==> config.mk <==
export PLATFORM = sky130hd
export DESIGN_NAME = asc_device_flat
export DESIGN_NICKNAME = d
export VERILOG_FILES = /design/src/rtl/asc_pkg.sv /design/src/rtl/asc_link_if.sv /design/src/rtl/asc_device.sv /design/src/flat_wrapper.sv
export SDC_FILE = /design/constraint.sdc
export NUM_CORES = 1
export LEC_CHECK = 0
export BUFFER_PORTS_ARGS = -buffer_cell sky130_fd_sc_hd__clkbuf_2
export CAP_MARGIN = 20
export CORE_ASPECT_RATIO = 1.75
export CORE_MARGIN = 2
export CORE_UTILIZATION = 43
export CTS_CLUSTER_DIAMETER = 50
export DETAILED_ROUTE_END_ITERATION = 12
export GPL_ROUTABILITY_DRIVEN = 0
export GPL_TIMING_DRIVEN = 0
export PLACE_DENSITY = 0.7
export SYNTH_ARGS = -nofsm -noshare
export SYNTH_HDL_FRONTEND = slang
export SYNTH_SLANG_ARGS = --single-unit
==> constraint.sdc <==
create_clock -name clock -period 2 [get_ports clock]
set_clock_uncertainty 0.2 [all_clocks]
set_input_delay 0.1 -clock clock [delete_from_list [all_inputs] [get_ports clock]]
set_output_delay 0.1 -clock clock [all_outputs]
set_load 0.05 [all_outputs]
==> src/rtl/asc_pkg.sv <==
package asc_pkg;
  localparam int RESULT_BITS = 16;
  localparam logic [15:0] CODE_MIDPOINT = 16'h8000;
  localparam logic [15:0] CODE_MAX = 16'hffff;
  localparam logic [15:0] CODE_MIN = 16'h0000;
  localparam int CONV_TIME_US = 16600;
  localparam int CONV_MAX_US = 23000;
  localparam int CLK_MHZ = 100;
  localparam int CONV_CYCLES = CONV_TIME_US * CLK_MHZ;
  localparam int CONV_MAX_CYCLES = CONV_MAX_US * CLK_MHZ;
  localparam int SCK_HALF_CYCLES = 7;
  localparam logic [15:0] SAMPLE_RESET = 16'h8000;
  typedef enum logic [1:0] {ASC_CONVERT, ASC_SLEEP, ASC_OUTPUT} asc_state_t;
endpackage

==> src/rtl/asc_link_if.sv <==
`timescale 1ns/1ns
`default_nettype none
interface asc_link_if;
  logic sck;
  logic cs_n;
  logic sdo;
  modport dev (input sck, input cs_n, output sdo);
  modport host (output sck, output cs_n, input sdo);
endinterface
`default_nettype wire

==> src/rtl/asc_device.sv <==
`timescale 1ns/1ns
`default_nettype none
// Contract
// - Three-wire: sleep automatically after conversion
// - Idle-low host times result, sixteen clocks
// - Idle-low: sixteenth falling edge starts conversion
// - Chip-select rise in output aborts, converts
// - Clock low, select low shows sign bit
// - Select high, clock low: drop rest, convert
// - Extra clocks during conversion change nothing
// - Two-wire: select tied low, no sleep need
// - Two-wire: no abort of transfer
// - Two-wire idle-high: sleep, data output falls
// - Two-wire idle-high: seventeenth pulse starts conversion
// - Two-wire idle-low: skip sleep, show sign
// - Two-wire idle-low: sixteenth falling edge converts
// - Two-wire host checks status, forces conversion
// - Sign bit first, advance per falling edge
// - Clock high, select low: busy high, done low
// - Fixed conversion time, under maximum
// - Offset binary result, clamped at extremes; the code loads sample_code unchanged and does no clamping
module asc_device #(
  parameter int CONV_CYCLES = asc_pkg::CONV_CYCLES
) (
  input wire logic clock,
  input wire logic reset,
  asc_link_if.dev link,
  input wire logic [15:0] sample_code,
  output logic conv_busy,
  output logic [15:0] last_result
);
  if (CONV_CYCLES < 1 || CONV_CYCLES > asc_pkg::CONV_MAX_CYCLES) begin : g_bad_conv
    $error("CONV_CYCLES out of range");
  end

  // ----------------------------------------
  // Pin synchronisers
  // ----------------------------------------
  logic sck_s1_r, sck_s2_r, sck_d_r;
  logic cs_s1_r, cs_s2_r, cs_d_r;
  always_ff @(posedge clock) begin
    if (reset) begin
      sck_s1_r <= 1'b0;
      sck_s2_r <= 1'b0;
      sck_d_r <= 1'b0;
      cs_s1_r <= 1'b1;
      cs_s2_r <= 1'b1;
      cs_d_r <= 1'b1;
    end else begin
      sck_s1_r <= link.sck;
      sck_s2_r <= sck_s1_r;
      sck_d_r <= sck_s2_r;
      cs_s1_r <= link.cs_n;
      cs_s2_r <= cs_s1_r;
      cs_d_r <= cs_s2_r;
    end
  end
  wire sck_fall = sck_d_r & ~sck_s2_r;
  // Select tied low never rises, so two-wire offers no abort
  wire cs_rise = ~cs_d_r & cs_s2_r;
  wire cs_low = ~cs_s2_r;

  // ----------------------------------------
  // Sequencer
  // ----------------------------------------
  asc_pkg::asc_state_t state_r, state_nxt;
  logic [31:0] conv_cnt_r;
  logic [15:0] shift_r;
  logic [4:0] fall_cnt_r;
  logic sdo_r;
  wire conv_done = (state_r == asc_pkg::ASC_CONVERT) && (conv_cnt_r == 32'(CONV_CYCLES - 1));
  // Idle-low at end of conversion skips sleep only when select is already low (two-wire)
  wire go_output = cs_low & ~sck_s2_r;
  // Sixteenth fall ends output; with idle-high the first fall only presents the
  // sign without shifting or counting, so count reaches sixteen at the seventeenth pulse
  wire last_fall = sck_fall && (fall_cnt_r == 5'h0f);

  always_comb begin
    state_nxt = state_r;
    case (state_r)
      asc_pkg::ASC_CONVERT: begin
        if (conv_done) begin
          state_nxt = go_output ? asc_pkg::ASC_OUTPUT : asc_pkg::ASC_SLEEP;
        end
      end
      asc_pkg::ASC_SLEEP: begin
        if (cs_low) begin
          state_nxt = asc_pkg::ASC_OUTPUT;
        end
      end
      default: begin
        if (cs_rise || last_fall) begin
          state_nxt = asc_pkg::ASC_CONVERT;
        end
      end
    endcase
  end

  // Idle-high reads see a leading fall that returns to high before data; that
  // first fall after entering output is the sign-bit presentation edge.
  logic hi_entry_r;
  always_ff @(posedge clock) begin
    if (reset) begin
      state_r <= asc_pkg::ASC_CONVERT;
      conv_cnt_r <= 32'h0;
      shift_r <= asc_pkg::SAMPLE_RESET;
      fall_cnt_r <= 5'h0;
      hi_entry_r <= 1'b0;
      last_result <= asc_pkg::SAMPLE_RESET;
    end else begin
      state_r <= state_nxt;
      conv_cnt_r <= (state_r == asc_pkg::ASC_CONVERT && !conv_done) ? conv_cnt_r + 32'h1 : 32'h0;
      if (conv_done) begin
        shift_r <= sample_code;
        last_result <= sample_code;
        fall_cnt_r <= 5'h0;
        hi_entry_r <= sck_s2_r;
      end else if (state_r == asc_pkg::ASC_OUTPUT && sck_fall) begin
        if (hi_entry_r) begin
          hi_entry_r <= 1'b0;
        end else begin
          shift_r <= {shift_r[14:0], 1'b0};
          fall_cnt_r <= fall_cnt_r + 5'h1;
        end
      end
    end
  end

  // ----------------------------------------
  // Serial data output
  // ----------------------------------------
  always_ff @(posedge clock) begin
    if (reset) begin
      sdo_r <= 1'b1;
    end else if (state_r == asc_pkg::ASC_CONVERT) begin
      sdo_r <= 1'b1;
    end else if (state_r == asc_pkg::ASC_SLEEP || hi_entry_r) begin
      sdo_r <= 1'b0;
    end else begin
      sdo_r <= shift_r[15];
    end
  end
  assign link.sdo = sdo_r;
  assign conv_busy = (state_r == asc_pkg::ASC_CONVERT);
endmodule
`default_nettype wire

==> src/flat_wrapper.sv <==
// flat-port wrapper written by rule: the top's interface ports become plain ports
module asc_device_flat 
#(
  parameter int CONV_CYCLES = asc_pkg::CONV_CYCLES
)
  (clock, reset, sample_code, conv_busy, last_result, link_sck, link_cs_n, link_sdo);
  asc_link_if link_i ();
  input wire logic clock;
  input wire logic reset;
  input wire logic [15:0] sample_code;
  output logic conv_busy;
  output logic [15:0] last_result;
  input wire logic [$bits(link_i.sck)-1:0] link_sck;
  input wire logic [$bits(link_i.cs_n)-1:0] link_cs_n;
  output wire logic [$bits(link_i.sdo)-1:0] link_sdo;
  assign link_i.sck = link_sck;
  assign link_i.cs_n = link_cs_n;
  assign link_sdo = link_i.sdo;
  asc_device #(.CONV_CYCLES(CONV_CYCLES)) u_core (.clock(clock), .reset(reset), .link(link_i), .sample_code(sample_code), .conv_busy(conv_busy), .last_result(last_result));
endmodule
==> metrics.txt <==
run status finished with violations; failing checks negative setup slack; Cell Rows 43; final number of max-transition violations 0; pre-CTS setup slack -0.329 ns; slowest library cell on the worst path sky130_fd_sc_hd__or4_4; required time at the endpoint of the critical path 2.07 ns; remaining max-slew budget at the tightest pin 71.6%; share of layout cells above drive strength 1 36.0%; total length of routed wires 8840 microns; register area share after synthesis 45.5%; crit path buf inv count 2; sequential cell area 0.00163 sq mm; Pleak 1.94 nW; total global-route track usage 20.2%; count of placed standard cells in the final layout, fillers left out 540; number of port buffers 37; cell types occupying the most area after synthesis sky130_fd_sc_hd__dfxtp_1 (46%), sky130_fd_sc_hd__mux2i_1 (4.9%), sky130_fd_sc_hd__a22o_1 (3.5%), sky130_fd_sc_hd__o2bb2ai_1 (3.5%), sky130_fd_sc_hd__a21oi_1 (3.0%); kind of end point of the critical path flop; filler instances 639; prevailing post-synth register cell sky130_fd_sc_hd__dfxtp_1; number of antenna violations at the first check in global routing 0; hold violation count in the final report 0; count of H-tree levels built during CTS 3; smallest hold slack 0.247 ns; maximum capacitance violations 0; largest net degree at the start of global routing 14; drt pass-1 iters 4; Vias 3,151; global-route wire length before repair 13,700 microns; worst-skew pair later-pin latency 0.34 ns; GR Util met2 38.9%; number of placed cells counting well taps 486; final critical-path share of the clock period 100%; estimated wirelength of the detail-placed design 5730 microns; DR DRC count 0; Finish-stage setup viols 1; DR WL/cell 16.4 microns; data arrival at the endpoint of the critical path 2.08 ns; antenna diode instance count 0; CTS clk-pin slew, worst paths 0.06 ns; power density cells 761 mW/mm^2; Tmin final 2.01 ns; initial DRC count 194; post-synthesis cell type with the largest combined area sky130_fd_sc_hd__dfxtp_1; core footprint 0.00791 sq mm; mux share of post-synthesis cell area 5.22%; starting density of the core 43.9%; CP Cell Sequence buf_8 -> nand3_1 -> or3_4 -> buf_8 -> or4_4 -> a21oi_2; M1 GR Usage 19.8%; CTS tree done; area growth from synthesis to layout 37.4%; Synth Warn # 0; class of the tightest hold or removal check flop to flop; adder-cell share of the synthesized area 1.08%; vias in the first global route 2,948; total area of multi-input combinational cells 0.00189 sq mm; peak per-stage delay on the critical path 0.51 ns; total grt overflow 0; largest voltage drop on the vdd net 0.000532 V; cell repeated most along the worst path sky130_fd_sc_hd__buf_8; Total Power 0.00363 W; simple-gate portion of the synthesized area 23.4%; most used routing layer in global routing met2; number of top-level pins 38; cell family contributing the most delay on the critical path simple AND/OR/NAND/NOR gates; mean instance size in the synthesized netlist 9.68 sq um; EDFF count, synth 0; Synth Net Count 382; met3 usage 4.32%; number of synthesized register bits 79; Final Net Count 468; distinct cell type count after synthesis 54; setup repair after global routing missed its margin true; post-synthesis cell area 0.00348 sq mm; slew of the pin with the lowest slew margin 0.426 ns; clock buffers created by TritonCTS 9; element type at the critical path start flop; maximum net fanout on the critical path 10; Post-Syn Instances 359; top cells by instance count after synthesis sky130_fd_sc_hd__dfxtp_1 (79), sky130_fd_sc_hd__nor2_1 (24), sky130_fd_sc_hd__a21oi_1 (21), sky130_fd_sc_hd__mux2i_1 (17), sky130_fd_sc_hd__nand3_1 (15); compound-gate portion of the synthesized area 16.9%; fraction of registers with async set/reset 0%; XOR/XNOR Fraction of Synth Area 3.28%; overall die height 123 microns; via/cell ratio 5.84; Worst Slack Setup Final -0.00866 ns; type of the setup path with the least slack flop to flop; Die Outline Area 0.00885 sq mm; Synth top area share 45.5%; count of clock tree sinks 79; CTS root buf sky130_fd_sc_hd__clkbuf_16; maximum clock frequency 0.498 GHz; main combinational cell family by area after synthesis simple AND/OR/NAND/NOR gates; cell with the most instances after synthesis sky130_fd_sc_hd__dfxtp_1; worst-case clock buffer depth 2; die width 72.0 microns; residual antenna-violating net count after detailed routing 0
[logic make-up after synthesis]
| group | Yosys count |
|---|---|
| AO/OA/AOI/OAI | 83 |
| XOR/XNOR | 13 |
| adder cells (fa/ha/maj) | 3 |
| buffers and inverters | 31 |
| flip-flops | 79 |
| multiplexers | 18 |
| AND/OR/NAND/NOR | 132 |
[routing by layer]
| metal | up-vias | part of all wire, % |
|---|---|---|
| met4 | 0 | 2.0 |
| met3 | 12 | 3.8 |
| li1 | 1531 | - |
| met2 | 87 | 56 |
| met1 | 1521 | 38 |
| met5 | - | 0 |
[path summary, 6_finish.rpt]
| check | from | to | slack (ns) | depth (start not counted) |
|---|---|---|---|---|
| worst max-delay path | u_core.conv_cnt_r[21] | u_core.conv_cnt_r[28] | -0.009 | 6 |
| worst max register to register | u_core.conv_cnt_r[21] | u_core.conv_cnt_r[28] | -0.009 | 6 |
| worst min register to register | u_core.cs_s1_r | u_core.cs_s2_r | 0.25 | 1 |
| worst min-delay path | u_core.cs_s1_r | u_core.cs_s2_r | 0.25 | 1 |
[power breakdown]
group	leakage (nW)	internal (W)	total, W	switching, W
registers	0.651	0.00157	0.00158	0.00000851
clock network	0.162	0.00125	0.00191	0.000652
logic	1.13	0.0000785	0.000146	0.0000670
[cell usage in the layout (no fill, tap or decap), types with 11 or more instances in the layout]
cell,Yosys,routed
sky130_fd_sc_hd__nor2_1,24,23
sky130_fd_sc_hd__mux2i_1,17,17
sky130_fd_sc_hd__o2bb2ai_1,14,13
sky130_fd_sc_hd__nand3_1,15,15
sky130_fd_sc_hd__o31ai_1,12,11
sky130_fd_sc_hd__nand4_1,12,12
sky130_fd_sc_hd__a21oi_1,21,15
sky130_fd_sc_hd__dfxtp_2,0,13
sky130_fd_sc_hd__xor2_1,12,12
sky130_fd_sc_hd__buf_4,2,23
sky130_fd_sc_hd__nand2_1,13,11
sky130_fd_sc_hd__dlygate4sd3_1,0,19
sky130_fd_sc_hd__a22o_1,14,14
sky130_fd_sc_hd__o21ai_0,12,11
sky130_fd_sc_hd__clkbuf_2,1,39
sky130_fd_sc_hd__dfxtp_1,79,57
[cell type report]
type,instances,area share [%]
clock buffers,11,5.08
flip-flops and latches,79,34.2
inverters,7,0.550
multi-input cells,249,39.6
clock inverters,5,2.20
plain buffers,20,4.19
well taps,90,2.36
repair buffers,79,11.9
[per-stage QoR]
step           utilization [%]  cell area (sq um)  setup TNS (ns)
2_1_floorplan                -               3510               0
3_3_place_gp              48.1               3800          -12.82
3_5_place_dp              48.1               3800          -14.86
4_1_cts                   57.8               4570               0
5_1_grt                   60.4               4780          -0.355
6_report                  60.4               4780        -0.00866
[registers in the layout, summed over array words and instances (netlist names)]
name and cells:
u_core.cs_s1_r 1, u_core.hi_entry_r 1, u_core.sck_s1_r 1, u_core.state_r 2, u_core.link.sdo 1, u_core.cs_s2_r 1
u_core.last_result 16, u_core.cs_d_r 1, u_core.conv_cnt_r 32, u_core.sck_s2_r 1, u_core.sck_d_r 1, u_core.shift_r 16
u_core.fall_cnt_r 5
[what timing repair did]
action,in CTS,in global routing
hold buffers,19,0
setup endpoints to repair,69,67
setup buffers,10,12
gates resized for setup,47,48
endpoints found under the hold margin,35,0
gates cloned,1,0
pin swaps,5,12
Note: power is estimated with default switching activity, not from simulation.
